File: config.mk
export PLATFORM = sky130hd
export DESIGN_NAME = gnss_module_pin_control
export DESIGN_NICKNAME = d
export VERILOG_FILES = /design/src/verilog/pin_control_pkg.sv /design/src/verilog/gnss_module_pin_control.sv /design/src/verilog/pending_flag.sv /design/src/verilog/time_pulse_gen.sv
export SDC_FILE = /design/constraint.sdc
export NUM_CORES = 1
export LEC_CHECK = 0
export BUFFER_PORTS_ARGS = -buffer_cell sky130_fd_sc_hd__buf_4
export CORE_ASPECT_RATIO = 0.8
export CORE_MARGIN = 5
export CORE_UTILIZATION = 48
export DETAILED_ROUTE_END_ITERATION = 8
export GPL_ROUTABILITY_DRIVEN = 0
export PLACE_DENSITY = 0.7
export SYNTH_ARGS = -nofsm -noshare
export SYNTH_HDL_FRONTEND = slang
export SYNTH_SLANG_ARGS = --single-unit
export TNS_END_PERCENT = 5
File: constraint.sdc
create_clock -name clk_sys -period 3.6 [get_ports clk_sys]
set_clock_uncertainty 0.15 [all_clocks]
set_input_delay 0.18 -clock clk_sys [delete_from_list [all_inputs] [get_ports clk_sys]]
set_output_delay 0.18 -clock clk_sys [all_outputs]
set_load 0.005 [all_outputs]
File: src/verilog/pin_control_pkg.sv
/*
  Package for the positioning receiver pin control block: constants, types, modes.
  Assumes a single 250 MHz system clock and plain control ports (no register bus).
*/
package pin_control_pkg;

  localparam int CLK_MHZ = 250;
  localparam int PULSE_PERIOD_MS = 1000;
  localparam int PULSE_WIDTH_MS = 100;
  localparam int PULSE_PERIOD_DEF = PULSE_PERIOD_MS * CLK_MHZ * 1000;
  localparam int PULSE_WIDTH_DEF = PULSE_WIDTH_MS * CLK_MHZ * 1000;
  localparam int AID_MAX_KHZ = 500;
  localparam int AID_MIN_PHASE_NS = 50;
  localparam int AID_MIN_PHASE_CYC = (AID_MIN_PHASE_NS * CLK_MHZ + 999) / 1000;
  localparam int COUNT_W = 32;
  localparam int LEVEL_W = 16;
  localparam logic [LEVEL_W-1:0] THRESHOLD_RESET = 16'h0001;
  localparam logic [COUNT_W-1:0] RTC_RESET = 32'h00000000;

  typedef enum logic [2:0] {
    EV_OFF = 3'h0,
    EV_WAKE = 3'h1,
    EV_POWER = 3'h2,
    EV_TIME = 3'h3,
    EV_FREQ = 3'h4
  } event_mode_t;

  typedef struct packed {
    logic pendingActiveHigh;
    logic [LEVEL_W-1:0] byteThreshold;
    logic onTransmitPin;
    logic onEventPin;
  } pending_cfg_t;

  typedef struct packed {
    logic txOut;
    logic txOe_n;
    logic dataOut;
    logic dataOe_n;
  } shared_drive_t;

endpackage

File: src/verilog/gnss_module_pin_control.sv
/*
  Pin control of a positioning receiver: interface select strap, shared pin
  mapping, transmit pending, event input functions, time pulse, amplifier
  enable and the real-time clock counter reset.
  Assumes all inputs are synchronous to clk_sys; pin pull-ups live outside.
*/
`timescale 1ns/100ps
module gnss_module_pin_control
  import pin_control_pkg::*;
#(
  parameter logic [COUNT_W-1:0] PULSE_PERIOD = PULSE_PERIOD_DEF,
  parameter logic [COUNT_W-1:0] PULSE_WIDTH = PULSE_WIDTH_DEF
)(
  input wire logic clk_sys,
  input wire logic reset_n,
  input wire logic interfaceSelect,
  input wire logic rxIn,
  input wire logic dataIn,
  input wire logic clockIn,
  input wire logic uartTx,
  input wire logic spiMiso,
  input wire logic i2cDataOut,
  input wire logic i2cDataDrive,
  input wire logic [LEVEL_W-1:0] bufferedBytes,
  input wire pending_cfg_t pendingCfg,
  input wire event_mode_t eventMode,
  input wire logic eventActiveHigh,
  input wire logic ext_event_in,
  input wire logic powerSaveOn,
  input wire logic cycleActive,
  input wire logic [COUNT_W-1:0] pulsePeriod,
  input wire logic [COUNT_W-1:0] pulseWidth,
  input wire logic pulseConfigured,
  output logic spiMode,
  output logic txPinOut,
  output logic txPinOe_n,
  output logic dataPinOut,
  output logic dataPinOe_n,
  output logic eventPinOut,
  output logic eventPinOe_n,
  output logic uartRx,
  output logic spiMosi,
  output logic spiCs_n,
  output logic spiClk,
  output logic i2cDataIn,
  output logic i2cClk,
  output logic transmitPending,
  output logic wakeRequest,
  output logic receiverOn,
  output logic timeSync,
  output logic freqEdge,
  output logic freqPhaseShort,
  output logic timePulseOut,
  output logic amp_power_ctl,
  output logic [COUNT_W-1:0] rtcTime
);

  ////////////////////////////////////////////////////////////////////////////
  // reset release and strap capture

  logic rstMeta_n;
  logic rstSync_n;
  logic strapTaken;

  always_ff @(posedge clk_sys or negedge reset_n) begin
    if (!reset_n) begin
      rstMeta_n <= 1'b0;
      rstSync_n <= 1'b0;
    end else begin
      rstMeta_n <= 1'b1;
      rstSync_n <= rstMeta_n;
    end
  end

  // strap is caught by a clocked process after release, never by the reset itself
  always_ff @(posedge clk_sys or negedge rstSync_n) begin
    if (!rstSync_n) begin
      strapTaken <= 1'b0;
      spiMode <= 1'b0;
    end else if (!strapTaken) begin
      strapTaken <= 1'b1;
      spiMode <= ~interfaceSelect;
    end
  end

  ////////////////////////////////////////////////////////////////////////////
  // transmit pending

  logic pendingRaw;
  logic pendingPin;

  pending_flag pendingFlag (
    .clk_sys(clk_sys),
    .rstSync_n(rstSync_n),
    .bufferedBytes(bufferedBytes),
    .cfg(pendingCfg),
    .pendingRaw(pendingRaw),
    .pendingPin(pendingPin)
  );

  always_ff @(posedge clk_sys or negedge rstSync_n) begin
    if (!rstSync_n) begin
      transmitPending <= 1'b0;
    end else begin
      transmitPending <= pendingPin;
    end
  end

  ////////////////////////////////////////////////////////////////////////////
  // shared pin mapping

  logic pendingOnTx;
  logic pendingOnEvent;

  assign pendingOnTx = pendingCfg.onTransmitPin;
  // the event pin can only carry pending while no event function uses it
  assign pendingOnEvent = pendingCfg.onEventPin && (eventMode == EV_OFF);

  always_ff @(posedge clk_sys or negedge rstSync_n) begin
    if (!rstSync_n) begin
      txPinOut <= 1'b1;
      txPinOe_n <= 1'b1;
      dataPinOut <= 1'b1;
      dataPinOe_n <= 1'b1;
      eventPinOut <= 1'b1;
      eventPinOe_n <= 1'b1;
    end else begin
      if (pendingOnTx) begin
        txPinOut <= pendingPin;
      end else begin
        txPinOut <= spiMode ? spiMiso : uartTx;
      end
      txPinOe_n <= 1'b0;
      // chip select is an input in SPI mode; only I2C drives the data pin
      dataPinOut <= 1'b0;
      dataPinOe_n <= spiMode ? 1'b1 : ~(i2cDataDrive && !i2cDataOut);
      eventPinOut <= pendingPin;
      eventPinOe_n <= ~pendingOnEvent;
    end
  end

  always_ff @(posedge clk_sys or negedge rstSync_n) begin
    if (!rstSync_n) begin
      uartRx <= 1'b1;
      spiMosi <= 1'b0;
      spiCs_n <= 1'b1;
      spiClk <= 1'b0;
      i2cDataIn <= 1'b1;
      i2cClk <= 1'b1;
    end else begin
      uartRx <= spiMode ? 1'b1 : rxIn;
      spiMosi <= spiMode ? rxIn : 1'b0;
      spiCs_n <= spiMode ? dataIn : 1'b1;
      spiClk <= spiMode ? clockIn : 1'b0;
      i2cDataIn <= spiMode ? 1'b1 : dataIn;
      i2cClk <= spiMode ? 1'b1 : clockIn;
    end
  end

  ////////////////////////////////////////////////////////////////////////////
  // event input functions

  logic eventLevel;
  logic eventPrev;
  logic eventRise;
  logic [7:0] phaseCount;

  assign eventLevel = (eventActiveHigh ? ext_event_in : ~ext_event_in) && !pendingOnEvent;
  assign eventRise = eventLevel && !eventPrev;

  always_ff @(posedge clk_sys or negedge rstSync_n) begin
    if (!rstSync_n) begin
      eventPrev <= 1'b0;
    end else begin
      eventPrev <= eventLevel;
    end
  end

  always_ff @(posedge clk_sys or negedge rstSync_n) begin
    if (!rstSync_n) begin
      wakeRequest <= 1'b0;
      timeSync <= 1'b0;
      freqEdge <= 1'b0;
    end else begin
      wakeRequest <= (eventMode == EV_WAKE) && powerSaveOn && eventRise;
      timeSync <= (eventMode == EV_TIME) && eventRise;
      freqEdge <= (eventMode == EV_FREQ) && eventRise;
    end
  end

  // flags a phase shorter than the host may legally send
  always_ff @(posedge clk_sys or negedge rstSync_n) begin
    if (!rstSync_n) begin
      phaseCount <= 8'h00;
      freqPhaseShort <= 1'b0;
    end else if (eventLevel != eventPrev) begin
      phaseCount <= 8'h01;
      freqPhaseShort <= (eventMode == EV_FREQ) &&
        (phaseCount < 8'(AID_MIN_PHASE_CYC));
    end else begin
      if (phaseCount != 8'hFF) begin
        phaseCount <= phaseCount + 8'h01;
      end
      freqPhaseShort <= 1'b0;
    end
  end

  always_ff @(posedge clk_sys or negedge rstSync_n) begin
    if (!rstSync_n) begin
      receiverOn <= 1'b1;
    end else if (eventMode == EV_POWER) begin
      receiverOn <= eventLevel;
    end else begin
      receiverOn <= powerSaveOn ? cycleActive : 1'b1;
    end
  end

  always_ff @(posedge clk_sys or negedge rstSync_n) begin
    if (!rstSync_n) begin
      amp_power_ctl <= 1'b0;
    end else begin
      amp_power_ctl <= receiverOn;
    end
  end

  ////////////////////////////////////////////////////////////////////////////
  // time pulse and real-time clock

  // the generator's own flop drives the pin, so a sync shows one cycle after timeSync
  time_pulse_gen timePulse (
    .clk_sys(clk_sys),
    .rstSync_n(rstSync_n),
    .period(pulseConfigured ? pulsePeriod : PULSE_PERIOD),
    .width(pulseConfigured ? pulseWidth : PULSE_WIDTH),
    .syncEvent(timeSync),
    .pulse(timePulseOut)
  );

  // reset clears the real-time clock counter to RTC_RESET; it then counts up every cycle
  always_ff @(posedge clk_sys or negedge rstSync_n) begin
    if (!rstSync_n) begin
      rtcTime <= RTC_RESET;
    end else begin
      rtcTime <= rtcTime + 32'h00000001;
    end
  end

endmodule

File: src/verilog/pending_flag.sv
/*
  Transmit pending indicator: compares buffered byte count with a threshold.
  Assumes the byte count comes from the output buffer on the same clock.
*/
`timescale 1ns/100ps
module pending_flag
  import pin_control_pkg::*;
(
  input wire logic clk_sys,
  input wire logic rstSync_n,
  input wire logic [LEVEL_W-1:0] bufferedBytes,
  input wire pending_cfg_t cfg,
  output logic pendingRaw,
  output logic pendingPin
);

  always_ff @(posedge clk_sys or negedge rstSync_n) begin
    if (!rstSync_n) begin
      pendingRaw <= 1'b0;
    end else begin
      // a zero threshold still needs at least one byte
      pendingRaw <= (bufferedBytes != '0) && (bufferedBytes >= cfg.byteThreshold);
    end
  end

  assign pendingPin = cfg.pendingActiveHigh ? pendingRaw : ~pendingRaw;

endmodule

File: src/verilog/time_pulse_gen.sv
/*
  Time pulse generator with configurable period and width; realigns to an
  external sync event. Assumes period > width > 0.
*/
`timescale 1ns/100ps
module time_pulse_gen
  import pin_control_pkg::*;
(
  input wire logic clk_sys,
  input wire logic rstSync_n,
  input wire logic [COUNT_W-1:0] period,
  input wire logic [COUNT_W-1:0] width,
  input wire logic syncEvent,
  output logic pulse
);

  logic [COUNT_W-1:0] count;

  always_ff @(posedge clk_sys or negedge rstSync_n) begin
    if (!rstSync_n) begin
      count <= '0;
    end else if (syncEvent || count >= period - 32'h00000001) begin
      count <= '0;
    end else begin
      count <= count + 32'h00000001;
    end
  end

  always_ff @(posedge clk_sys or negedge rstSync_n) begin
    if (!rstSync_n) begin
      pulse <= 1'b0;
    end else begin
      pulse <= syncEvent || (count < width - 32'h00000001) || (count >= period - 32'h00000001);
    end
  end

endmodule
==> results of run 1 <==
==> per-layer routing <==
| layer | up-vias | track usage | part of all wire |
|---|---|---|---|
| li1 | 3353 | - | - |
| met1 | 2954 | 0.2897 | 0.48 |
| met2 | 187 | 0.3412 | 0.43 |
| met3 | 32 | 0.04833 | 0.066 |
| met4 | 0 | 0.07098 | 0.023 |
| met5 | - | 0 | 0 |
==> worst max-delay path: cells and delay by family <==
family,cells,cell delay [ns]
simple gates,8,1.58
compound gates,3,0.90
buf+inv,4,0.66
fa+ha+maj,1,0.29
==> per-stage QoR <==
step	instance area [µm²]	instances	TNS [ns]
final	9637	1241	0
after global routing	9637	1241	-0.4267
after CTS	9572	1240	0
after detailed placement	9091	1206	-5.920
after global placement	9091	1206	-4.598
after floorplan	7301	818	0
==> kinds of logic (layout without fill, tap and decap cells) <==
| group | Yosys count | in the layout | share of synthesized area |
|---|---|---|---|
| and+or+nand+nor | 388 | 388 | 0.2836 |
| xor gates and xnor gates | 112 | 112 | 0.1344 |
| DFF | 97 | 97 | 0.3344 |
| AOI/OAI and AO/OA | 87 | 87 | 0.07476 |
| adders and majority gates | 85 | 85 | 0.1457 |
| buffers and inverters | 44 | 278 | 0.02332 |
| other | 2 | 3 | 0.001029 |
| muxes | 2 | 2 | 0.002744 |
==> timing repair <==
item	CTS	global route
hold buffers	18	0
setup buffers	0	1
hold endpoints to repair	20	0
gates resized for setup	0	13
endpoints found under the setup margin	0	33
==> area by class of cell <==
cell class | instances | area (µm²)
multi-input cells | 677 | 4748
clock inverters | 7 | 75.07
well taps | 189 | 236.5
inverters | 31 | 116.4
clock buffers | 9 | 225.2
repair buffers | 231 | 1792
flip-flops and latches | 97 | 2444
fillers | 1260 | 5328
==> power groups by stage <==
stage	logic [mW]	registers, mW	clock network [mW]
2_1_floorplan	0.346	1.27	0
3_3_place_gp	0.595	1.30	0
3_5_place_dp	0.616	1.31	0
4_1_cts	0.636	1.29	0.970
5_1_grt	0.723	1.30	1.01
6_report	0.635	1.29	0.944
==> Yosys cell counts, drive strengths merged (10+ instances only) <==
cell / n
clkbuf: 11
nor2b: 10
xnor2: 52
nor2: 86
dfstp: 10
nand4: 32
a21oi: 29
xor2: 60
and3: 22
nor3: 20
nor4: 20
o21ai: 20
nand3: 42
nand2b: 13
nand2: 80
ha: 85
dfrtp: 87
and2: 23
inv: 31
==> how the worst min path moves through the flow <==
stage / slack [ns] / cells past startpoint / start / to
2_1_floorplan: -0.27 / 0 / reset_n / rstMeta_n
3_3_place_gp: -0.19 / 1 / reset_n / rstMeta_n
3_5_place_dp: -0.18 / 1 / reset_n / rstMeta_n
4_1_cts: 0.05 / 4 / bufferedBytes[9] / pendingFlag.pendingRaw
5_1_grt: 0.07 / 4 / bufferedBytes[10] / pendingFlag.pendingRaw
6_report: 0.05 / 4 / bufferedBytes[9] / pendingFlag.pendingRaw
==> run_results.csv, run 1 <==
group,metric,value,unit
layout,drive_above_1_share,0.2567,
clock_tree,cts_root_buffer,"clkbuf_16",
layout,num_antenna_cells,0,
clock_tree,htreeDepth,3,
power_and_ir_drop,power.internal,1.991,mW
place,portBuffers,169,
critical_path,cp-start-kind,"primary input",
sta,max-slew-margin-rel,0.3812,
route,wl_per_cell,15.14,µm
synthesis,synth_area_leaders,"dfrtp_1 (30%), ha_1 (15%), xor2_1 (7.2%)",
power_and_ir_drop,comb_power_share,0.221,
layout,layout_common_cells,"buf_4 (212), dfrtp_1 (86), ha_1 (85), nor2_1 (82), nand2_1 (80)",
sta,maxSlewViolCount,0,
outcome,status,"complete, no violations",
clock_tree,cts-buffers-inserted,9,
critical_path,slowest_stage,"or4_4",
floorplan,start_util,0.4876,
synthesis,yosys.area.top_type_share,0.2984,
clock_tree,clkSlewWorstSetupHoldPaths,0.06,ns
sta,period_needed,3.482,ns
critical_path,ff2ff_setup_slack,1.08,ns
grt,grt_overflow_total,0,
synthesis,synth_edf_count,0,
layout,final_common_cell,"buf_4",
clock_tree,cts_tree,"done",
layout,area_growth,32.06,%
synthesis,ys_warn_count,0,
critical_path,crit_fanout,32,
grt,grt_usage,0.2140,
synthesis,synthFlopType,"dfrtp_1",
route,drt-total-wl,18790,µm
route,drt_iter0_markers,287,
floorplan,die-width,147.9,µm
floorplan,num_rows,40,
critical_path,path_cells,"buf_4 > nor4_4 > buf_4 > nand4_1 > buf_4 > or4_4 > nor2_4 > and3b_1 > ha_1 > and2_4 > a221o_1 > a211oi_2 > nand2_1 > a311o_1 > buf_12 > nor2_1",
sta,setup_viol,0,
power_and_ir_drop,p_leak,4.689,nW
layout,fin_nets,1249,
sta,rsz0062_at_grt,"true",
synthesis,synthArstFlopShare,1.000,
critical_path,reg2reg_to,"timePulse.count[21]",
floorplan,fp.coreArea,14960,µm²
grt,grt_start_max_net_pins,75,
critical_path,end_kind,"flop",
clock_tree,cts.sinks,97,
route,via_per_inst,5.259,
sta,min_period_over_period,0.9673,
sta,setup_ws,0.1178,ns
critical_path,crit_start,"pulsePeriod[16]",
hold_path,hp-class,"primary input to flop",
power_and_ir_drop,seq_power_share,0.449,
sta,worstMarginPinSlew,0.9282,ns
power_and_ir_drop,p_clk_frac,0.329,
route,drtPass1Iterations,4,
grt,antenna_found_initial,0,
power_and_ir_drop,power.total,2.865,mW
layout,final_util,0.6440,
critical_path,cpMostUsedCell,"buf_4",
synthesis,synthesis.instances,817,
synthesis,yosys.cell_types.count,58,
critical_path,worstSetupEndpoint,"timePulse.count[21]",
route,route.vias.total,6526,
grt,grt_pass1_vias,6516,
critical_path,slowest_delay,0.54,ns
synthesis,synth_area,7297,µm²
power_and_ir_drop,switchingPower,0.8748,mW
route,antenna_left,0,
layout,largest_registers,"rtcTime (32), timePulse.count (32), phaseCount (8)",
power_and_ir_drop,power.density,297.3,nW/µm²
floorplan,die_h,120.3,µm
grt,grt_pass1_wl,31400,µm
critical_path,critPathKind,"primary input to flop",
floorplan,io_pins,170,
clock_tree,clockBufferDepth,2,
sta,max_freq,287.2,MHz
place,place_ws,-0.1867,ns
sta,holdWs,0.05429,ns
floorplan,dieArea,17780,µm²
synthesis,yosysSeqAreaShare,0.3344,
critical_path,r2r_start,"timePulse.count[25]",
synthesis,ys_ff_latch,97,
synthesis,syn_area_per_cell,8.931,µm²
sta,hold_violations,0,
power_and_ir_drop,switching_share,0.3053,
route,route.detailed.drc,0,
synthesis,yosysTopAreaCell,"dfrtp_1",
critical_path,critPathArrivalTime,3.60,ns
critical_path,required,3.72,ns
place,dp_hpwl,15270,µm
critical_path,r2r.worst_path.cells,8,
job,maxCapViolCount,0,
power_and_ir_drop,ir_drop,0.0002081,V
clock_tree,clk_latency,0.35,ns
Note: power is estimated with default switching activity, not from simulation.
==> run 2: changes to the inputs <==
--- a/config.mk
+++ b/config.mk
@@ -6,12 +6,11 @@
 export NUM_CORES = 1
 export LEC_CHECK = 0
 export BUFFER_PORTS_ARGS = -buffer_cell sky130_fd_sc_hd__buf_4
-export CORE_ASPECT_RATIO = 0.8
 export CORE_MARGIN = 5
 export CORE_UTILIZATION = 48
 export DETAILED_ROUTE_END_ITERATION = 8
 export GPL_ROUTABILITY_DRIVEN = 0
-export PLACE_DENSITY = 0.7
+export PLACE_DENSITY = 0.79
 export SYNTH_ARGS = -nofsm -noshare
 export SYNTH_HDL_FRONTEND = slang
 export SYNTH_SLANG_ARGS = --single-unit
==> run_results.csv, run 2 (synthesized netlist as in run 1, its figures left out) <==
group,metric,value,unit
critical_path,crit_start,"pulsePeriod[16]",
floorplan,start_util,0.4854,
layout,layout_common_cells,"buf_4 (234), dfrtp_1 (86), nor2_1 (85), ha_1 (84), nand2_1 (80)",
clock_tree,cts_root_buffer,"clkbuf_16",
clock_tree,cts_setup_buffers,0,
route,drt-total-wl,19300,µm
critical_path,r2r_start,"timePulse.count[25]",
clock_tree,cts-buffers-inserted,9,
layout,area_growth,34.88,%
power_and_ir_drop,p_leak,4.800,nW
route,route.detailed.drc,0,
layout,final_common_cell,"buf_4",
floorplan,num_rows,45,
critical_path,crit_fanout,33,
sta,min_period_over_period,0.9568,
grt,grtUsageMet2,0.3877,
route,drtPass1Iterations,5,
clock_tree,clkSlewWorstSetupHoldPaths,0.06,ns
route,wl_per_cell,15.28,µm
outcome,status,"complete, no violations",
hold_path,hp-class,"primary input to flop",
floorplan,io_pins,170,
power_and_ir_drop,power.density,298.1,nW/µm²
route,drt_iter0_markers,296,
floorplan,dieArea,17770,µm²
floorplan,die_h,133.3,µm
layout,drive_above_1_share,0.2726,
critical_path,end_kind,"flop",
critical_path,critPathArrivalTime,3.53,ns
layout,largest_registers,"rtcTime (32), timePulse.count (32), phaseCount (8)",
place,portBuffers,169,
power_and_ir_drop,comb_power_share,0.223,
sta,hold_violations,0,
grt,grt.met1_usage,0.2562,
critical_path,critPathKind,"primary input to flop",
sta,max_freq,290.3,MHz
job,maxCapViolCount,0,
critical_path,reg2reg_to,"timePulse.pulse",
grt,antenna_found_initial,0,
sta,max-slew-margin-rel,0.4411,
critical_path,cp-start-kind,"primary input",
critical_path,r2r.worst_path.cells,8,
grt,busiest_layer,"met2",
place,dp_hpwl,15350,µm
power_and_ir_drop,ir_drop,0.0002937,V
sta,setup_tns,0,ns
clock_tree,clockBufferDepth,2,
power_and_ir_drop,p_clk_frac,0.337,
power_and_ir_drop,power.internal,2.066,mW
sta,setup_viol,0,
route,route.vias.total,6806,
route,via_per_inst,5.389,
grt,met3_usage,0.05665,
power_and_ir_drop,switchingPower,0.8686,mW
floorplan,die-width,133.3,µm
grt,grt_start_max_net_pins,64,
layout,num_antenna_cells,0,
clock_tree,clk_latency,0.35,ns
grt,grt_usage,0.2197,
critical_path,worstSetupEndpoint,"timePulse.pulse",
power_and_ir_drop,power.total,2.934,mW
critical_path,ff2ff_setup_slack,1.11,ns
layout,fin_nets,1272,
layout,fill_cells,1221,
power_and_ir_drop,seq_power_share,0.440,
clock_tree,cts_tree,"done",
floorplan,fp.coreArea,15030,µm²
grt,grt_overflow_total,0,
sta,worstMarginPinSlew,0.8384,ns
sta,maxSlewViolCount,0,
sta,period_needed,3.444,ns
critical_path,required,3.69,ns
clock_tree,cts.sinks,97,
clock_tree,htreeDepth,3,
route,antenna_left,0,
power_and_ir_drop,switching_share,0.2960,
grt,grt_pass1_vias,7007,
grt,grt_pass1_wl,32330,µm
==> run 2: through the flow <==
| stage | hold slack [ns] | std cells | utilization | setup WS (ns) | area [µm²] |
|---|---|---|---|---|---|
| 4_1_cts | 0.04118 | 1263 | 0.6490 | 0.06857 | 9757 |
| 3_5_place_dp | -0.1833 | 1228 | 0.6161 | -0.3030 | 9263 |
| 2_1_floorplan | -0.2656 | 818 | - | 0.02729 | 7301 |
| 6_report | 0.06118 | 1263 | 0.6547 | 0.1556 | 9842 |
| 3_3_place_gp | -0.1857 | 1228 | 0.6161 | -0.2912 | 9263 |
| 5_1_grt | 0.06722 | 1263 | 0.6547 | -0.05438 | 9842 |
==> run 2: routing by layer <==
layer / part of all wire / routed length [µm] / vias up
met5: 0 / 0 / -
met4: 0.030 / 584 / 0
met3: 0.072 / 1396 / 34
met2: 0.49 / 9467 / 203
met1: 0.41 / 7853 / 3180
li1: - / - / 3389
==> run 2: worst max-delay path: stages <==
cell      delay (ns)
buf_4           0.12
nor4_4          0.28
nand4_1         0.22
or4b_4          0.62
nor3_2          0.14
xnor2_1         0.07
and2_1          0.15
ha_1            0.28
a21o_1          0.18
a221o_1         0.32
a211oi_2        0.21
nand2_1         0.08
a311o_1         0.31
buf_12          0.18
a21o_1          0.16
==> run 2: worst min-delay path by stage <==
stage / startpoint / endpoint / cells past startpoint
finish: bufferedBytes[9] / pendingFlag.pendingRaw / 4
global route: bufferedBytes[9] / pendingFlag.pendingRaw / 4
CTS: bufferedBytes[15] / pendingFlag.pendingRaw / 4
detailed placement: reset_n / rstMeta_n / 1
global placement: reset_n / rstMeta_n / 1
floorplan: reset_n / rstMeta_n / 0
==> run 2: cell type report <==
cell class                 count  area (µm²)  area share
clock buffer                  10       229.0     0.02326
clock inverter                 6       75.07    0.007628
inverter                      31       116.4     0.01182
multi-input combinational    677        4776      0.4853
sequential                    97        2444      0.2483
tap                          188       235.2     0.02390
timing repair buffer         254        1967      0.1998
==> run 2: power by group through the flow <==
stage                     sequential (mW)  combinational (mW)  clock, mW
after floorplan                      1.27               0.346          0
after global placement               1.31               0.607          0
after detailed placement             1.31               0.631          0
after CTS                            1.29               0.653       1.02
after global routing                 1.31               0.752       1.06
final                                1.29               0.653      0.990
==> run 2: timing repair <==
item | CTS | global route
hold endpoints to repair | 20 | 0
hold buffers | 19 | 0
endpoints found under the setup margin | 0 | 33
gates resized for setup | 0 | 15
==> run 3: changes to the inputs <==
--- a/config.mk
+++ b/config.mk
@@ -5,12 +5,13 @@
 export SDC_FILE = /design/constraint.sdc
 export NUM_CORES = 1
 export LEC_CHECK = 0
+export ABC_AREA = 1
 export BUFFER_PORTS_ARGS = -buffer_cell sky130_fd_sc_hd__buf_4
-export CORE_MARGIN = 5
+export CORE_MARGIN = 2
 export CORE_UTILIZATION = 48
 export DETAILED_ROUTE_END_ITERATION = 8
 export GPL_ROUTABILITY_DRIVEN = 0
-export PLACE_DENSITY = 0.79
+export PLACE_DENSITY = 0.78
 export SYNTH_ARGS = -nofsm -noshare
 export SYNTH_HDL_FRONTEND = slang
 export SYNTH_SLANG_ARGS = --single-unit
==> run_results.csv, run 3 <==
group,metric,value,unit
outcome,status,"complete, no violations",
floorplan,fp.coreArea,16520,µm²
sta,worstMarginPinSlew,0.5065,ns
synthesis,synth_area,8114,µm²
clock_tree,cts.sinks,97,
clock_tree,clockBufferDepth,2,
synthesis,synth-compound-area-share,0.05536,
critical_path,worstSetupPathDepth,18,
layout,fin_cells,1537,
sta,holdWs,0.01580,ns
synthesis,synth_edf_count,0,
critical_path,slowest_stage,"ha_1",
job,maxCapViolCount,0,
synthesis,muxShareOfSynthArea,0,
layout,fill_cells,1496,
layout,multi_input_area,5072,µm²
critical_path,worstSetupEndpoint,"timePulse.count[3]",
place,dp_hpwl,17350,µm
clock_tree,cts_resized,0,
critical_path,crit_fanout,32,
synthesis,yosysSeqAreaShare,0.3007,
synthesis,yosysTopAreaCell,"dfrtp_1",
synthesis,synth_area_leaders,"dfrtp_1 (27%), ha_1 (13%), nand2_1 (12%)",
sta,min_period_over_period,0.8529,
clock_tree,clkSlewWorstSetupHoldPaths,0.06,ns
synthesis,ys_warn_count,0,
layout,drive_above_1_share,0.1784,
synthesis,yosys.cell_types.count,44,
layout,layout_common_cells,"nand2_1 (263), buf_4 (173), nor2_1 (157), inv_1 (138), dfrtp_1 (86)",
clock_tree,cts_hold_buf,20,
sta,setup_ws,0.5297,ns
layout,num_antenna_cells,0,
critical_path,required,3.68,ns
synthesis,yosys.area.top_type_share,0.2683,
critical_path,r2r.worst_path.cells,7,
floorplan,dieArea,17960,µm²
floorplan,start_util,0.4910,
grt,grt_pass1_vias,7982,
critical_path,cp-start-kind,"primary input",
layout,regArea,2444,µm²
synthesis,yosys-top-cells-count,"nand2_1 (263), nor2_1 (157), inv_1 (138)",
route,route.vias.total,8020,
route,drtPass1Iterations,5,
route,drt-total-wl,21680,µm
clock_tree,cts_root_buffer,"clkbuf_16",
clock_tree,cts_setup_buffers,0,
sta,setup_viol,0,
layout,area_growth,24.58,%
critical_path,critPathArrivalTime,3.15,ns
sta,max_freq,325.7,MHz
floorplan,die-width,134.0,µm
synthesis,syn_area_per_cell,7.264,µm²
floorplan,die_h,134.0,µm
sta,hold_violations,0,
layout,largest_registers,"rtcTime (32), timePulse.count (32), phaseCount (8)",
clock_tree,cts-buffers-inserted,9,
critical_path,slowest_delay,0.31,ns
place,portBuffers,169,
place,placedCellCount,1501,
synthesis,synthArstFlopShare,1.000,
layout,final_common_cell,"nand2_1",
synthesis,synthesis.instances,1117,
grt,grt_overflow_total,0,
critical_path,crit_start,"pulseConfigured",
grt,grt_start_max_net_pins,42,
critical_path,ff2ff_setup_slack,1.40,ns
critical_path,critPathKind,"primary input to flop",
route,drt_iter0_markers,556,
synthesis,synthAdderAreaFrac,0.1311,
route,antenna_left,0,
clock_tree,clk_latency,0.34,ns
floorplan,num_rows,47,
clock_tree,htreeDepth,3,
sta,maxSlewViolCount,0,
critical_path,end_kind,"flop",
grt,grt_usage,0.2465,
layout,fin_nets,1514,
critical_path,path_buf_inv,4,
synthesis,synth-xor-area-share,0.1155,
power_and_ir_drop,ir_drop,0.0002432,V
layout,final_util,0.6117,
grt,antenna_found_initial,0,
synthesis,synthFlopType,"dfrtp_1",
critical_path,reg2reg_to,"timePulse.count[31]",
power_and_ir_drop,p_leak,5.131,nW
sta,max-slew-margin-rel,0.6595,
critical_path,cp_top_family,"simple AND/OR/NAND/NOR gates",
route,wl_per_cell,14.10,µm
sta,setup_tns,0,ns
place,place_ws,0.2850,ns
hold_path,hp-class,"primary input to async pin",
sta,period_needed,3.070,ns
synthesis,synth_top_family_by_area,"simple AND/OR/NAND/NOR gates",
clock_tree,cts_tree,"done",
power_and_ir_drop,power.density,286.5,nW/µm²
critical_path,path_cells,"buf_4 > buf_4 > nand2_1 > nand2_1 > nor2_2 > inv_1 > nor2_2 > nand3_1 > nor2_1 > xor2_1 > ha_1 > nand4_1 > nor3_1 > and3_1 > nand2_1 > nand2_1 > buf_12 > nor2_1",
critical_path,r2r_start,"timePulse.count[2]",
grt,grt_pass1_wl,36200,µm
sta,rsz0062_at_grt,"false",
synthesis,synthSimpleGateAreaFrac,0.3218,
route,route.detailed.drc,0,
floorplan,io_pins,170,
synthesis,ys_ff_latch,97,
synthesis,synth.most_common_cell,"nand2_1",
critical_path,cpMostUsedCell,"nand2_1",
route,via_per_inst,5.218,
-- run 3: cell types whose count changed after synthesis, sizes merged, moves of 20 or more --
cell   delta
and2     -22
nor2     +87
nor3     +27
inv     +109
and3     -20
nand2   +186
-- run 3: final cells by class --
cell class,instances,area share
tap,220,0.02723
inverter,140,0.05199
multi-input combinational,870,0.5018
sequential,97,0.2417
clock inverter,6,0.004332
clock buffer,10,0.02265
timing repair buffer,194,0.1503
-- run 3: how the worst min path moves through the flow --
stage                        from         to  cells after the start
after detailed placement  reset_n  rstMeta_n                      1
final                     reset_n  rstMeta_n                      2
after global routing      reset_n  rstMeta_n                      2
after CTS                 reset_n  rstMeta_n                      2
after global placement    reset_n  rstMeta_n                      1
after floorplan           reset_n  rstMeta_n                      0
-- run 3: power by group --
| part | internal, mW | switching [mW] |
|---|---|---|
| clock network | 0.471 | 0.408 |
| logic | 0.339 | 0.417 |
| registers | 1.17 | 0.0940 |
| total | 1.98 | 0.920 |
-- run 3: routing by layer --
metal / part of all wire / wire [µm] / global-route usage
met1: 0.43 / 9226 / 0.3169
met2: 0.47 / 10230 / 0.4262
met3: 0.078 / 1698 / 0.04044
met4: 0.024 / 526 / 0.07719
met5: 0 / 0 / 0
-- run 3: per-stage QoR --
stage                     total power [mW]  cell area [µm²]
final                                2.896            10110
after detailed placement             2.014             9635
after CTS                            2.914            10110
after global routing                 3.077            10110
after floorplan                      1.731             8118
after global placement               1.989             9635
-- run 3: cell families (layout without fill, tap and decap cells) --
logic type,after synthesis,count (layout)
buf+inv,151,350
flops,97,97
simple gates,593,593
fa+ha+maj,85,85
other cells,2,3
compound gates,82,82
xor+xnor,107,107
-- run 3: worst reg2reg max path: cells and delay by family (launching register included) --
kind,cells,cell delay [ns]
AND/OR/NAND/NOR,6,1.30
flip-flops,1,0.50
XOR/XNOR,1,0.14
